## src/design/ulk_map.svh

```systemverilog
/*
  register offsets, field positions, port numbers and reset values of the
  legacy keyboard emulation block.
  assumes byte offsets relative to the operational register base.
*/
`ifndef ULK_MAP_SVH
`define ULK_MAP_SVH

// operational register offsets
`define ULK_OFF_CONTROL 12'h100
`define ULK_OFF_INPUT   12'h104
`define ULK_OFF_OUTPUT  12'h108
`define ULK_OFF_STATUS  12'h10c

// legacy i/o ports
`define ULK_PORT_DATA   16'h0060
`define ULK_PORT_CMD    16'h0064
`define ULK_GATE_CMD    8'hd1

// control field positions
`define ULK_CTL_EE      0
`define ULK_CTL_EI      1
`define ULK_CTL_CP      2
`define ULK_CTL_LEGACY_IRQ_ENABLE   3
`define ULK_CTL_EXTERNAL_IRQ_ENABLE  4
`define ULK_CTL_GSEQ    5
`define ULK_CTL_KBDA    6
`define ULK_CTL_MSEA    7
`define ULK_CTL_A20     8

// status field positions
`define ULK_ST_OUT_FULL 0
`define ULK_ST_IN_FULL  1
`define ULK_ST_CMD_DATA 3
`define ULK_ST_AUX_FULL 5

// data bit compared against the gate state
`define ULK_GATE_BIT    1

// reset values
`define ULK_CTRL_RST    9'h000
`define ULK_BYTE_RST    8'h00

`endif

```

## src/design/ulk_pkg.sv

```systemverilog
/*
  types of the legacy keyboard emulation block.
  assumes ulk_map.svh for the numeric layout.
*/
package ulk_pkg;

  typedef struct packed {
    logic address_gate_state;
    logic mouse_irq_seen;
    logic keyboard_irq_seen;
    logic address_gate_sequence;
    logic external_irq_enable;
    logic legacy_irq_enable;
    logic char_pending;
    logic emulation_irq_flag;
    logic emulation_enable;
  } ulk_ctrl_t;

  typedef struct packed {
    logic parity;
    logic timeout;
    logic aux_out_full;
    logic inhibit_sw;
    logic cmd_data;
    logic flag;
    logic in_full;
    logic out_full;
  } ulk_stat_t;

  typedef struct packed {
    logic        req;
    logic        we;
    logic [15:0] addr;
    logic [7:0]  wdata;
  } ulk_io_req_t;

endpackage

```

## src/design/ulk_edge.sv

```systemverilog
/*
  per-bit rising edge detector.
  assumes inputs already synchronous to clk_sys.
*/
`timescale 1ns/1ps

module ulk_edge #(
  parameter int WIDTH = 2
) (
  input  wire logic             clk_sys,
  input  wire logic             reset_n,
  input  wire logic [WIDTH-1:0] level_in,
  output logic      [WIDTH-1:0] rise
);

  genvar i;
  generate
    for (i = 0; i < WIDTH; i++)
    begin : g_bit
      logic prev_q;

      always_ff @(posedge clk_sys)
      begin
        if (!reset_n)
          prev_q <= 1'b0;
        else
          prev_q <= level_in[i];
      end
      assign rise[i] = level_in[i] & ~prev_q;
    end
  endgenerate

endmodule // ulk_edge

```

## src/design/ulk_emulation.sv

```systemverilog
/*
  legacy keyboard and mouse emulation: operational registers, decode of the
  data and command ports, flag side effects and interrupt generation.
  assumes a single-cycle memory register port, single-cycle legacy i/o
  cycles, and keyboard controller interrupt lines synchronous to clk_sys.
*/
`timescale 1ns/1ps
`include "ulk_map.svh"

// Function
// - data port read returns output, clears out-full
// - data port write loads input, sets in-full unless gate repeat
// - command port read returns status, no effect
// - command port write loads input, sets cmd
// - four registers at 100h to 10Ch
// - bit 8 gate state, compared in sequence
// - bit 7 mouse edge, write-1 clears
// - bit 6 keyboard edge, write-1 clears
// - bit 5 set by D1h command
// - external irq enable raises emulation irq
// - legacy irq while out-full, aux selects
// - char pending irq when out-full clears
// - bit 1 read-only emulation irq condition
// - enable bit decodes ports and all but external interrupts
// - memory write loads status, no side effects
// - output register loaded by memory writes
module ulk_emulation #(
  parameter int ADDR_W = 12
) (
  input  wire logic              clk_sys,
  input  wire logic              reset_n,
  input  wire logic              mem_req,
  input  wire logic              mem_we,
  input  wire logic [ADDR_W-1:0] mem_addr,
  input  wire logic [31:0]       mem_wdata,
  output logic      [31:0]       mem_rdata,
  output logic                   mem_ack,
  input  wire logic              io_req,
  input  wire logic              io_we,
  input  wire logic [15:0]       io_addr,
  input  wire logic [7:0]        io_wdata,
  output logic      [7:0]        io_rdata,
  output logic                   io_claim,
  output logic                   io_ack,
  input  wire logic              kbc_keyboard_irq,
  input  wire logic              kbc_mouse_irq,
  output logic                   keyboard_interrupt,
  output logic                   mouse_interrupt,
  output logic                   emulation_irq,
  output logic                   address_gate_state
);

  ////////////////////////////////////////////////////////////////////////////
  // elaboration check

  generate
    if (ADDR_W < 12)
    begin : g_bad_addr_w
      $error("ulk_emulation: ADDR_W must be at least 12");
    end
  endgenerate

  ////////////////////////////////////////////////////////////////////////////
  // state

  ulk_pkg::ulk_ctrl_t  ctrl_q;
  ulk_pkg::ulk_ctrl_t  ctrl_d;
  ulk_pkg::ulk_stat_t  stat_q;
  ulk_pkg::ulk_stat_t  stat_d;
  ulk_pkg::ulk_io_req_t io_r;
  logic [7:0]          input_q;
  logic [7:0]          input_d;
  logic [7:0]          output_q;
  logic [7:0]          output_d;
  logic [31:0]         mem_rdata_q;
  logic [31:0]         mem_rdata_d;
  logic                mem_ack_q;
  logic [7:0]          io_rdata_q;
  logic [7:0]          io_rdata_d;
  logic                io_ack_q;

  ////////////////////////////////////////////////////////////////////////////
  // memory register decode

  logic [11:0] mem_off;
  logic        mem_hi_zero;
  logic        sel_ctrl;
  logic        sel_input;
  logic        sel_output;
  logic        sel_status;
  logic        mem_wr;
  logic        wr_ctrl;
  logic        wr_input;
  logic        wr_output;
  logic        wr_status;

  assign mem_off     = mem_addr[11:0];
  assign mem_hi_zero = (mem_addr >> 12) == '0;
  assign sel_ctrl    = mem_hi_zero && (mem_off == `ULK_OFF_CONTROL);
  assign sel_input   = mem_hi_zero && (mem_off == `ULK_OFF_INPUT);
  assign sel_output  = mem_hi_zero && (mem_off == `ULK_OFF_OUTPUT);
  assign sel_status  = mem_hi_zero && (mem_off == `ULK_OFF_STATUS);
  assign mem_wr      = mem_req & mem_we;
  assign wr_ctrl     = mem_wr & sel_ctrl;
  assign wr_input    = mem_wr & sel_input;
  assign wr_output   = mem_wr & sel_output;
  assign wr_status   = mem_wr & sel_status;

  ////////////////////////////////////////////////////////////////////////////
  // legacy i/o decode

  logic io_is_data;
  logic io_is_cmd;
  logic data_rd;
  logic data_wr;
  logic cmd_rd;
  logic cmd_wr;
  logic gate_match;

  assign io_r = {io_req, io_we, io_addr, io_wdata};

  assign io_is_data = io_r.addr == `ULK_PORT_DATA;
  assign io_is_cmd  = io_r.addr == `ULK_PORT_CMD;
  assign io_claim   = ctrl_q.emulation_enable & io_r.req & (io_is_data | io_is_cmd);
  assign data_rd    = io_claim & io_is_data & ~io_r.we;
  assign data_wr    = io_claim & io_is_data & io_r.we;
  assign cmd_rd     = io_claim & io_is_cmd & ~io_r.we;
  assign cmd_wr     = io_claim & io_is_cmd & io_r.we;

  // gate write that repeats the present state raises no request
  assign gate_match = ctrl_q.address_gate_sequence
                    & (io_r.wdata[`ULK_GATE_BIT] == ctrl_q.address_gate_state);

  ////////////////////////////////////////////////////////////////////////////
  // keyboard controller interrupt edges

  logic [1:0] kbc_rise;

  ulk_edge #(
    .WIDTH (2)
  ) u_edge (
    .clk_sys  (clk_sys),
    .reset_n  (reset_n),
    .level_in ({kbc_mouse_irq, kbc_keyboard_irq}),
    .rise     (kbc_rise)
  );

  ////////////////////////////////////////////////////////////////////////////
  // emulation interrupt condition

  logic cond_input;
  logic cond_char;
  logic cond_ext;
  logic emu_cond;

  assign cond_input = ctrl_q.emulation_enable & stat_q.in_full;
  assign cond_char  = ctrl_q.emulation_enable & ctrl_q.char_pending
                    & ~stat_q.out_full;
  assign cond_ext   = ctrl_q.external_irq_enable
                    & (ctrl_q.keyboard_irq_seen | ctrl_q.mouse_irq_seen);
  assign emu_cond   = cond_input | cond_char | cond_ext;

  ////////////////////////////////////////////////////////////////////////////
  // control next value

  always_comb
  begin
    ctrl_d = ctrl_q;
    if (wr_ctrl)
    begin
      ctrl_d.emulation_enable      = mem_wdata[`ULK_CTL_EE];
      ctrl_d.char_pending          = mem_wdata[`ULK_CTL_CP];
      ctrl_d.legacy_irq_enable     = mem_wdata[`ULK_CTL_LEGACY_IRQ_ENABLE];
      ctrl_d.external_irq_enable   = mem_wdata[`ULK_CTL_EXTERNAL_IRQ_ENABLE];
      ctrl_d.address_gate_sequence = mem_wdata[`ULK_CTL_GSEQ];
      ctrl_d.address_gate_state    = mem_wdata[`ULK_CTL_A20];
      if (mem_wdata[`ULK_CTL_KBDA])
        ctrl_d.keyboard_irq_seen = 1'b0;
      if (mem_wdata[`ULK_CTL_MSEA])
        ctrl_d.mouse_irq_seen = 1'b0;
    end
    // edge wins over a same-cycle clear
    if (kbc_rise[0])
      ctrl_d.keyboard_irq_seen = 1'b1;
    if (kbc_rise[1])
      ctrl_d.mouse_irq_seen = 1'b1;
    if (cmd_wr)
      ctrl_d.address_gate_sequence = (io_r.wdata == `ULK_GATE_CMD);
    ctrl_d.emulation_irq_flag = emu_cond;
  end

  ////////////////////////////////////////////////////////////////////////////
  // data registers and status next value

  always_comb
  begin
    stat_d   = stat_q;
    input_d  = input_q;
    output_d = output_q;
    if (wr_input)
      input_d = mem_wdata[7:0];
    if (wr_output)
      output_d = mem_wdata[7:0];
    // plain memory access changes flags only by a status write
    if (wr_status)
      stat_d = mem_wdata[7:0];
    // port side effects override a colliding memory write
    if (data_rd)
      stat_d.out_full = 1'b0;
    if (data_wr)
    begin
      input_d = io_r.wdata;
      stat_d.cmd_data = 1'b0;
      if (!gate_match)
        stat_d.in_full = 1'b1;
    end
    if (cmd_wr)
    begin
      input_d         = io_r.wdata;
      stat_d.in_full  = 1'b0;
      stat_d.cmd_data = 1'b1;
    end
  end

  ////////////////////////////////////////////////////////////////////////////
  // read data

  logic [31:0] ctrl_word;

  assign ctrl_word = {23'h000000, ctrl_q[8:2], emu_cond, ctrl_q[0]};

  always_comb
  begin
    mem_rdata_d = 32'h00000000;
    if (sel_ctrl)
      mem_rdata_d = ctrl_word;
    else if (sel_input)
      mem_rdata_d = {24'h000000, input_q};
    else if (sel_output)
      mem_rdata_d = {24'h000000, output_q};
    else if (sel_status)
      mem_rdata_d = {24'h000000, stat_q};
  end

  always_comb
  begin
    io_rdata_d = io_rdata_q;
    if (data_rd)
      io_rdata_d = output_q;
    else if (cmd_rd)
      io_rdata_d = stat_q;
  end

  ////////////////////////////////////////////////////////////////////////////
  // registers

  always_ff @(posedge clk_sys)
  begin
    if (!reset_n)
    begin
      ctrl_q   <= `ULK_CTRL_RST;
      stat_q   <= `ULK_BYTE_RST;
      input_q  <= `ULK_BYTE_RST;
      output_q <= `ULK_BYTE_RST;
    end
    else
    begin
      ctrl_q   <= ctrl_d;
      stat_q   <= stat_d;
      input_q  <= input_d;
      output_q <= output_d;
    end
  end

  always_ff @(posedge clk_sys)
  begin
    if (!reset_n)
    begin
      mem_rdata_q <= 32'h00000000;
      mem_ack_q   <= 1'b0;
      io_rdata_q  <= `ULK_BYTE_RST;
      io_ack_q    <= 1'b0;
    end
    else
    begin
      mem_rdata_q <= (mem_req & ~mem_we) ? mem_rdata_d : mem_rdata_q;
      mem_ack_q   <= mem_req;
      io_rdata_q  <= io_rdata_d;
      io_ack_q    <= io_claim;
    end
  end

  ////////////////////////////////////////////////////////////////////////////
  // outputs

  logic legacy_on;

  assign legacy_on          = ctrl_q.emulation_enable & ctrl_q.legacy_irq_enable
                            & stat_q.out_full;
  assign keyboard_interrupt = (legacy_on & ~stat_q.aux_out_full)
                            | ctrl_q.keyboard_irq_seen;
  assign mouse_interrupt    = (legacy_on & stat_q.aux_out_full)
                            | ctrl_q.mouse_irq_seen;
  assign emulation_irq      = ctrl_q.emulation_irq_flag;
  assign address_gate_state = ctrl_q.address_gate_state;
  assign mem_rdata          = mem_rdata_q;
  assign mem_ack            = mem_ack_q;
  assign io_rdata           = io_rdata_q;
  assign io_ack             = io_ack_q;

endmodule // ulk_emulation

```

## config.mk

```make
export PLATFORM = sky130hd
export DESIGN_NAME = ulk_emulation
export DESIGN_NICKNAME = d
export VERILOG_FILES = /design/src/design/ulk_pkg.sv /design/src/design/ulk_edge.sv /design/src/design/ulk_emulation.sv
export VERILOG_INCLUDE_DIRS = /design/src /design/src/design
export SDC_FILE = /design/constraint.sdc
export NUM_CORES = 1
export LEC_CHECK = 0
export ABC_AREA = 1
export BUFFER_PORTS_ARGS = -buffer_cell sky130_fd_sc_hd__buf_4
export CAP_MARGIN = 20
export CELL_PAD_IN_SITES_DETAIL_PLACEMENT = 0
export CELL_PAD_IN_SITES_GLOBAL_PLACEMENT = 1
export CORE_MARGIN = 2
export CORE_UTILIZATION = 30
export CTS_CLUSTER_DIAMETER = 150
export DETAILED_ROUTE_END_ITERATION = 10
export PLACE_DENSITY_LB_ADDON = 0.1
export SLEW_MARGIN = 25
export SYNTH_ARGS = -nofsm -noshare
export SYNTH_HDL_FRONTEND = slang
export SYNTH_SLANG_ARGS = --single-unit
```

## constraint.sdc

```tcl
create_clock -name clk_sys -period 1.4 [get_ports clk_sys]
set_clock_uncertainty 0.05 [all_clocks]
set_input_delay 0.14 -clock clk_sys [delete_from_list [all_inputs] [get_ports clk_sys]]
set_output_delay 0.14 -clock clk_sys [all_outputs]
set_load 0.02 [all_outputs]
```

==> flow_metrics.py, run 1 <==
metrics = {
    "synthesis": {
        "synth.distinct_cells": 33,
        "syn_inst": 471,
        "ys_warn_count": 0,
        "syn-mean-instance-area_um2": 6.74,
        "ys_seq_elements": 54,
        "synth_area_mm2": 0.00317,
        "synth_seq_area_share": 0.341,
    },
    "finish": {
        "nets": 648,
        "fill_cells": 1140,
        "layout_commonest_cell": "nand2_1",
        "layout-drive-gt1-share": 0.265,
        "final_area_mm2": 0.00431,
        "diodes": 0,
        "area_growth_pct": 36.0,
        "final_cell_mix": "nand2_1, buf_4, inv_1",
    },
    "clocking": {
        "cts_buffers": 5,
        "cts_tree": "yes",
        "ctsRootBufferMaster": "clkbuf_8",
        "htree_levels": 2,
        "cts.clk_slew.worst_paths_ns": 0.10,
        "insertion_delay_ns": 0.32,
        "cts_sinks": 54,
        "cts_buffer_depth": 2,
    },
    "worst_setup_path": {
        "worst_setup_path_start_kind": "flop",
        "cp_cell_sequence": "inv_2 -> nor2_2 -> nand3_2 -> nor2_4 -> nand2_2 -> nand2_4 -> buf_12 -> buf_8",
        "ff2ff_path_depth": 11,
        "cp-end-kind": "output port",
        "slowest_delay_ns": 0.36,
        "path_class": "flop to output port",
        "cp-startpoint": "ctrl_q[0]",
        "critPathSlowestCell": "dfxtp_2",
        "r2r_setup_slack_ns": -0.13,
        "worstPathRequired_ns": 1.21,
        "timing.rr.start": "ctrl_q[0]",
        "cp_data_arrival_time_ns": 1.42,
        "endpoint": "io_claim",
        "worstPathMaxFanout": 3,
        "regToRegEndpoint": "input_q[5]",
    },
    "grt": {
        "antenna_found_initial": 0,
        "grt_pass1_wl_um": 15900,
        "grt_pass1_vias": 3166,
        "grt-ovfl-total": 0,
        "grtUsageTotal": 0.177,
        "grt_max_degree": 30,
    },
    "floorplanning": {
        "core.rowCount": 37,
        "io_pins": 123,
        "core-area_mm2": 0.0103,
        "initial_core_util": 0.309,
        "fp.dieH_um": 107,
        "die_area_mm2": 0.0114,
        "die_w_um": 107,
    },
    "flow_run": {
        "drv_cap": 0,
    },
    "timing": {
        "min_period_over_period": 1.15,
        "finalHoldViolCount": 0,
        "period_needed_ns": 1.61,
        "finalWorstSetupSlack_ns": -0.214,
        "fmax_mhz": 620,
        "final-setup-viol-count": 19,
        "rsz0062_at_grt": "yes",
        "worst_pin_slew_ns": 0.574,
        "maxSlewViolCount": 0,
        "maxSlewHeadroom": 0.616,
    },
    "placed_design": {
        "place_area_mm2": 0.00401,
        "post-place-ws_ns": -0.114,
        "io_buffers": 76,
        "hpwl_um": 7430,
        "gp_congestion": 0.816,
    },
    "routing": {
        "firstDrtPassIters": 4,
        "wl_per_cell_um": 13.9,
        "drt_wl_total_um": 9840,
        "drc_errors": 0,
        "drt_iter0_markers": 138,
        "vias": 3287,
        "ant_nets": 0,
        "viasPerCell": 4.64,
    },
    "power_and_ir_drop": {
        "total_power_w": 0.00310,
        "ir_drop_mv": 0.419,
        "cellPowerDensity_mw_per_mm2": 719,
        "p_leak_nw": 1.94,
    },
    "status": {
        "status": "complete, but fails checks",
        "violations": "negative setup slack",
    },
    "worst_hold_path": {
        "hp-class": "input port to flop",
    },
}
## flip-flops by register name, indices dropped and copies added (netlist names)
| register | count |
|---|---|
| address_gate_state | 1 |
| ctrl_q | 7 |
| emulation_irq | 1 |
| input_q | 8 |
| io_ack | 1 |
| io_rdata | 8 |
| mem_ack | 1 |
| mem_rdata | 9 |
| output_q | 8 |
| stat_q | 8 |
| u_edge.g_bit.prev_q | 2 |
## per-stage QoR
stage               TNS, ns  hold WS (ns)  cells  utilization
global placement      -1.22         0.290    690        0.390
global route          -4.52        0.0931    709        0.420
detailed placement    -1.59         0.297    690        0.390
floorplan                 0         0.183    493            -
finish                -2.31        0.0795    709        0.420
CTS                   -2.68        0.0719    707        0.414
## synthesized netlist by cell type
cell	n	area share
a211oi_2	1	0.0039
a21oi_1	53	0.084
a31oi_1	1	0.0020
and2_1	1	0.0020
buf_2	1	0.0016
buf_4	25	0.059
buf_6	5	0.018
clkbuf_1	10	0.012
clkinv_1	2	0.0024
conb_1	1	0.0012
dfxtp_1	54	0.34
inv_1	61	0.072
inv_2	3	0.0035
inv_6	1	0.0028
nand2_1	102	0.12
nand2_2	2	0.0039
nand2_4	2	0.0071
nand3_1	56	0.088
nand3_2	2	0.0063
nand3_4	2	0.011
nand3b_1	5	0.012
nand4_1	12	0.024
nor2_1	23	0.027
nor2_2	5	0.0099
nor2_4	1	0.0035
nor3_1	1	0.0016
nor3_4	2	0.010
nor4_1	1	0.0020
o2111ai_1	8	0.022
o211ai_1	1	0.0024
o21ai_0	24	0.038
o21ai_1	2	0.0032
o21ai_2	1	0.0028
## cell type report
type                    instances  area (um^2)  share of cell area
inverters                      67          259              0.0600
repair buffers                113          988               0.229
multi-input cells             331         1700               0.395
clock inverters                 2         37.5             0.00870
clock buffers                   6         72.6              0.0168
flip-flops and latches         54         1080               0.251
well taps                     136          170              0.0394
## worst min-delay path by stage
stage	endpoint	start	slack [ns]	depth (start not counted)
2_1_floorplan	mem_ack	mem_req	0.18	2
3_3_place_gp	u_edge.g_bit[1].prev_q	kbc_mouse_irq	0.29	3
3_5_place_dp	u_edge.g_bit[1].prev_q	kbc_mouse_irq	0.30	3
4_1_cts	output_q[7]	mem_wdata[7]	0.07	3
5_1_grt	output_q[6]	mem_wdata[6]	0.09	3
6_report	output_q[5]	mem_wdata[5]	0.08	3
## metal layers
metal | GRT usage | up-vias | wire, um
met4 | 0.0622 | 0 | 258
li1 | - | 1700 | -
met5 | 0 | - | 0
met3 | 0.0298 | 15 | 540
met2 | 0.286 | 106 | 4290
met1 | 0.238 | 1466 | 4750
## power by group
group          switching, W  internal, W  total, W
Sequential       0.00000923      0.00155   0.00156
Clock              0.000561     0.000535   0.00110
Combinational      0.000264     0.000185  0.000449
Total              0.000834      0.00227   0.00310
## cells by family (layout without fill, tap and decap cells)
kind of cell	after synthesis	in the layout	synth area share
AO/OA/AOI/OAI	91	91	0.158
buffers and inverters	108	188	0.171
flip-flops	54	54	0.341
other	1	23	0.00118
AND/OR/NAND/NOR	217	217	0.329
## what timing repair did
item	CTS	global route
cloned	0	1
buffers inserted	5	2
setup endpoints to repair	14	24
pin swaps	11	8
endpoints found under the hold margin	4	0
resized for setup	15	15
hold buffers	4	0
## worst max-delay path: cells and delay by family, from the launching register on
family                 cells  cell delay (ns)
buffers and inverters      3             0.25
flip-flops                 1             0.36
AND/OR/NAND/NOR            5             0.49
(Power assumes the default switching activity.)
==> run 2, diff against run 1 <==
--- a/config.mk
+++ b/config.mk
@@ -6,13 +6,12 @@
 export SDC_FILE = /design/constraint.sdc
 export NUM_CORES = 1
 export LEC_CHECK = 0
-export ABC_AREA = 1
 export BUFFER_PORTS_ARGS = -buffer_cell sky130_fd_sc_hd__buf_4
 export CAP_MARGIN = 20
 export CELL_PAD_IN_SITES_DETAIL_PLACEMENT = 0
 export CELL_PAD_IN_SITES_GLOBAL_PLACEMENT = 1
 export CORE_MARGIN = 2
-export CORE_UTILIZATION = 30
+export CORE_UTILIZATION = 31
 export CTS_CLUSTER_DIAMETER = 150
 export DETAILED_ROUTE_END_ITERATION = 10
 export PLACE_DENSITY_LB_ADDON = 0.1
==> run 2 against run 1 <==
The flow still finishes with violations (negative setup slack). Global-route usage is 1.0 points lower. Clock power barely moved. Die area down 15%. Total power decreased by 2.0%. First-iteration DRC count is 53% lower. Cell area shrank 11%. Non-clock buffer count up 1. Register-to-register slack barely moved. Synthesized area decreased by 13%. Critical path type is now input port to flop.
==> flow_metrics.py, run 2 <==
metrics = {
    "status": {
        "status": "complete, but fails checks",
        "violations": "negative setup slack",
    },
    "timing": {
        "whs_ns": 0.0298,
        "worst_pin_slew_ns": 0.569,
        "finalHoldViolCount": 0,
        "timing.setup.tns_ns": -3.89,
        "maxSlewViolCount": 0,
        "final-setup-viol-count": 41,
        "finalWorstSetupSlack_ns": -0.234,
        "rsz0062_at_grt": "yes",
        "maxSlewHeadroom": 0.620,
        "period_needed_ns": 1.63,
        "min_period_over_period": 1.17,
        "fmax_mhz": 612,
    },
    "routing": {
        "drc_errors": 0,
        "viasPerCell": 4.98,
        "wl_per_cell_um": 16.2,
        "ant_nets": 0,
        "drt_wl_total_um": 7930,
        "vias": 2439,
        "firstDrtPassIters": 4,
        "drt_iter0_markers": 65,
    },
    "worst_setup_path": {
        "regToRegEndpoint": "stat_q[1]",
        "critPathSlowestCell": "or4_4",
        "crit_top_cell": "or4_4",
        "cp_data_arrival_time_ns": 1.79,
        "path_class": "input port to flop",
        "worstPathMaxFanout": 3,
        "slowest_delay_ns": 0.54,
        "worstPathRequired_ns": 1.56,
        "timing.rr.start": "ctrl_q[0]",
        "cp_cell_sequence": "buf_6 -> or4_4 -> or4_4 -> mux2_4 -> o211a_1",
        "cp-end-kind": "flop",
        "ff2ff_path_depth": 7,
        "worst_setup_path_start_kind": "input port",
        "r2r_setup_slack_ns": -0.12,
    },
    "synthesis": {
        "ys_seq_elements": 54,
        "netlist.area_leader.share": 0.391,
        "synth_top_area_cell": "dfxtp_1",
        "synthArstFlopShare": 0,
        "ys_warn_count": 0,
        "syn-mean-instance-area_um2": 9.80,
        "synth_area_leaders": "dfxtp_1, mux2i_1, buf_4",
        "synthTopCellsByCount": "dfxtp_1, mux2i_1, buf_4, a21oi_1, nor2_1",
        "synth.most_common_cell": "dfxtp_1",
        "synthFlopType": "dfxtp_1",
        "synth_area_mm2": 0.00276,
        "synth.distinct_cells": 43,
        "synth_seq_area_share": 0.391,
        "syn_inst": 282,
        "synth_edf_count": 0,
    },
    "clocking": {
        "ctsRootBufferMaster": "clkbuf_8",
        "cts.clk_slew.worst_paths_ns": 0.10,
        "htree_levels": 2,
        "insertion_delay_ns": 0.31,
        "cts_sinks": 54,
        "cts_tree": "yes",
        "cts_buffer_depth": 2,
        "cts_buffers": 5,
    },
    "power_and_ir_drop": {
        "p_sw_w": 0.000737,
        "p_leak_nw": 1.68,
        "p_clk_frac": 0.357,
        "ir_drop_mv": 0.329,
        "cellPowerDensity_mw_per_mm2": 790,
        "internal-power_w": 0.00230,
        "combPwrFrac": 0.133,
        "swShare": 0.242,
        "seq_power_share": 0.510,
    },
    "placed_design": {
        "place_area_mm2": 0.00355,
        "io_buffers": 76,
        "gp_congestion": 0.747,
        "hpwl_um": 6000,
        "post-place-ws_ns": -0.584,
    },
    "worst_hold_path": {
        "hold_depth": 3,
        "min_to": "address_gate_state",
        "holdCritStartpoint": "mem_wdata[8]",
        "hp-class": "input port to flop",
    },
    "finish": {
        "nets": 458,
        "fill_cells": 873,
        "diodes": 0,
        "final_area_mm2": 0.00385,
        "area_growth_pct": 39.3,
        "layout-drive-gt1-share": 0.395,
        "layout_commonest_cell": "buf_4",
        "final_cell_mix": "buf_4, dfxtp_1, mux2i_1",
        "largest_reg_flops": 9,
    },
    "flow_run": {
        "drv_cap": 0,
    },
    "grt": {
        "grt_pass1_vias": 2477,
        "antenna_found_initial": 0,
        "grt_pass1_wl_um": 12700,
        "grt-ovfl-total": 0,
        "grt_max_degree": 17,
        "grtUsageTotal": 0.167,
    },
    "floorplanning": {
        "die_area_mm2": 0.00969,
        "core-area_mm2": 0.00868,
        "die_w_um": 98.4,
        "core.rowCount": 34,
        "fp.dieH_um": 98.4,
        "io_pins": 123,
        "initial_core_util": 0.318,
    },
}
[run 2: cell type report]
class | instances | area [um^2] | share of cell area
clock buffer | 6 | 82.6 | 0.0214
timing repair buffer | 114 | 918 | 0.238
tap | 108 | 135 | 0.0351
inverter | 2 | 7.51 | 0.00195
sequential | 54 | 1080 | 0.281
clock inverter | 1 | 30.0 | 0.00780
multi-input combinational | 205 | 1590 | 0.414
[run 2: worst max path at each step]
stage                startpoint        end  cells past startpoint
floorplan           mem_addr[5]  stat_q[1]                      6
global placement    mem_addr[5]  stat_q[1]                      5
detailed placement  mem_addr[5]  stat_q[1]                      5
CTS                 mem_addr[6]  stat_q[1]                      5
global route        mem_addr[6]  stat_q[1]                      5
finish              mem_addr[6]  stat_q[1]                      5
[run 2: worst max-delay path: cells and delay by family]
family                 cells  cell delay [ns]
buffers and inverters      1             0.09
AND/OR/NAND/NOR            2             1.06
AO/OA/AOI/OAI              1             0.20
multiplexers               1             0.31
[run 2: layer usage]
| metal | vias up | global-route usage | wire length [um] |
|---|---|---|---|
| met3 | 7 | 0.0262 | 333 |
| met4 | 0 | 0.0443 | 96 |
| met1 | 1164 | 0.227 | 3810 |
| met5 | - | 0 | 0 |
| li1 | 1203 | - | - |
| met2 | 65 | 0.277 | 3690 |
[run 2: what timing repair did]
action,CTS,global route
resized for setup,15,16
hold buffers,2,0
setup endpoints to repair,43,50
gates cloned,0,1
pin swaps,6,10
endpoints found under the hold margin,2,0
buffers inserted,2,2
[run 2: logic make-up (layout without fill, tap and decap cells)]
kind of cell | count (synthesis) | in the layout | share of synthesized area
and+or+nand+nor | 77 | 77 | 0.164
AOI/OAI and AO/OA | 58 | 58 | 0.142
DFF | 54 | 54 | 0.391
muxes | 46 | 46 | 0.200
buffers and inverters | 45 | 123 | 0.0982
other | 1 | 23 | 0.00136
xor gates and xnor gates | 1 | 1 | 0.00317
[run 2: power by group through the flow]
stage	registers [W]	logic [W]	clock network (W)
after floorplan	0.00158	0.000230	0
after global placement	0.00159	0.000382	0
after detailed placement	0.00159	0.000382	0
after CTS	0.00155	0.000394	0.00112
after global routing	0.00155	0.000435	0.00118
final	0.00155	0.000405	0.00109
[run 2: per-stage QoR]
| step | util | cells | power (W) |
|---|---|---|---|
| final | 0.444 | 490 | 0.00304 |
| after global routing | 0.444 | 490 | 0.00316 |
| after CTS | 0.435 | 488 | 0.00306 |
| after detailed placement | 0.409 | 478 | 0.00197 |
| after global placement | 0.409 | 478 | 0.00197 |
| after floorplan | - | 304 | 0.00181 |
==> run 3, diff against run 2 <==
--- a/config.mk
+++ b/config.mk
@@ -6,12 +6,14 @@
 export SDC_FILE = /design/constraint.sdc
 export NUM_CORES = 1
 export LEC_CHECK = 0
+export ABC_AREA = 1
 export BUFFER_PORTS_ARGS = -buffer_cell sky130_fd_sc_hd__buf_4
 export CAP_MARGIN = 20
 export CELL_PAD_IN_SITES_DETAIL_PLACEMENT = 0
 export CELL_PAD_IN_SITES_GLOBAL_PLACEMENT = 1
 export CORE_MARGIN = 2
 export CORE_UTILIZATION = 31
+export CTS_BUF_LIST = sky130_fd_sc_hd__clkbuf_8
 export CTS_CLUSTER_DIAMETER = 150
 export DETAILED_ROUTE_END_ITERATION = 10
 export PLACE_DENSITY_LB_ADDON = 0.1
==> run 3 against run 2 <==
The flow still finishes with violations (negative setup slack). Utilization is essentially flat. Wire length grew 21%. Combinational power grew 13%. Cell area grew 14%.
==> flow_metrics.py, run 3 (same netlist as run 1, synthesis figures left out) <==
metrics = {
    "flow_run": {
        "drv_cap": 0,
    },
    "clocking": {
        "cts_buffer_depth": 2,
        "ctsRootBufferMaster": "clkbuf_8",
        "cts_sinks": 54,
        "insertion_delay_ns": 0.32,
        "cts_tree": "yes",
        "cts_buffers": 5,
        "cts.clk_slew.worst_paths_ns": 0.10,
        "htree_levels": 2,
    },
    "timing": {
        "whs_ns": 0.0740,
        "period_needed_ns": 1.55,
        "finalWorstSetupSlack_ns": -0.151,
        "timing.setup.tns_ns": -1.37,
        "maxSlewHeadroom": 0.604,
        "fmax_mhz": 645,
        "finalHoldViolCount": 0,
        "final-setup-viol-count": 17,
        "min_period_over_period": 1.11,
        "rsz0062_at_grt": "yes",
        "maxSlewViolCount": 0,
        "worst_pin_slew_ns": 0.592,
    },
    "worst_setup_path": {
        "path_class": "flop to output port",
        "timing.rr.start": "ctrl_q[0]",
        "cp-end-kind": "output port",
        "worst_setup_path_start_kind": "flop",
        "cp_data_arrival_time_ns": 1.36,
        "worstPathMaxFanout": 3,
        "worstPathRequired_ns": 1.21,
        "cp-startpoint": "ctrl_q[0]",
    },
    "finish": {
        "final_cell_mix": "nand2_1, buf_4, inv_1",
        "layout-drive-gt1-share": 0.280,
        "diodes": 0,
        "final_area_mm2": 0.00438,
        "final_util": 0.444,
        "layout_commonest_cell": "nand2_1",
        "largest_reg_flops": 9,
        "nets": 649,
        "area_growth_pct": 37.9,
    },
    "floorplanning": {
        "core.rowCount": 36,
        "io_pins": 123,
        "core-area_mm2": 0.00986,
        "initial_core_util": 0.322,
        "die_w_um": 105,
        "die_area_mm2": 0.0111,
        "fp.dieH_um": 105,
    },
    "placed_design": {
        "io_buffers": 76,
        "gp_congestion": 0.838,
        "post-place-ws_ns": -0.141,
        "place_area_mm2": 0.00401,
        "hpwl_um": 7280,
    },
    "power_and_ir_drop": {
        "p_leak_nw": 1.96,
        "cellPowerDensity_mw_per_mm2": 672,
        "internal-power_w": 0.00213,
        "p_clk_frac": 0.315,
        "ir_drop_mv": 0.355,
        "seq_power_share": 0.529,
        "p_sw_w": 0.000808,
        "combPwrFrac": 0.156,
        "swShare": 0.275,
    },
    "grt": {
        "grtUsageTotal": 0.174,
        "grt_max_degree": 30,
        "grt_pass1_vias": 3044,
        "antenna_found_initial": 0,
        "grt_pass1_wl_um": 15400,
        "grt-ovfl-total": 0,
    },
    "status": {
        "violations": "negative setup slack",
        "status": "complete, but fails checks",
    },
    "routing": {
        "drt_iter0_markers": 134,
        "firstDrtPassIters": 4,
        "wl_per_cell_um": 13.6,
        "drt_wl_total_um": 9630,
        "drc_errors": 0,
        "vias": 3311,
        "ant_nets": 0,
        "viasPerCell": 4.68,
    },
    "worst_hold_path": {
        "hp-class": "input port to flop",
        "holdCritStartpoint": "mem_wdata[5]",
    },
}
==> run 3: per-stage QoR <==
step | std cells | power, W
final | 707 | 0.00294
after floorplan | 493 | 0.00184
after detailed placement | 688 | 0.00202
after CTS | 706 | 0.00297
after global routing | 707 | 0.00306
after global placement | 688 | 0.00202
==> run 3: worst max-delay path: stages, from the launching register on <==
cell     delay (ns)
dfxtp_2        0.36
inv_2          0.05
nor2_4         0.08
nand3_2        0.08
nor2_4         0.10
nand2_2        0.08
nand2_4        0.08
buf_4          0.11
buf_6          0.10
==> run 3: what timing repair did <==
item	CTS	global route
buffers inserted	4	1
hold buffers	4	0
pin swaps	7	2
gates resized for setup	21	19
endpoints found under the setup margin	19	24
gates cloned	2	0
hold endpoints to repair	4	0
==> run 3: worst paths after layout <==
kind / slack, ns / endpoint / cells after the start
hold reg to reg: 0.37 / ctrl_q[7] / 1
setup / recovery: -0.15 / io_claim / 8
setup reg to reg: -0.11 / input_q[4] / 12
hold / removal: 0.07 / output_q[5] / 3
==> run 3: routing by layer <==
layer	track usage	up-vias	routed length [um]	share of wire
li1	-	1701	-	-
met1	0.239	1500	4750	0.49
met2	0.282	99	4280	0.44
met3	0.0306	11	450	0.047
met4	0.0438	0	144	0.015
met5	0	-	0	0
==> run 3: power by group through the flow <==
stage / logic, W / clock network (W) / registers [W]
after floorplan: 0.000250 / 0 / 0.00159
after global placement: 0.000429 / 0 / 0.00159
after detailed placement: 0.000431 / 0 / 0.00159
after CTS: 0.000451 / 0.000966 / 0.00155
after global routing: 0.000501 / 0.00101 / 0.00156
final: 0.000459 / 0.000925 / 0.00155
==> run 3: cell type report <==
type	count	area (um^2)
fill	1043	5490
multi-input combinational	332	1770
sequential	54	1080
timing repair buffer	113	1010
inverter	67	259
tap	133	166
clock buffer	6	82.6
clock inverter	2	8.76
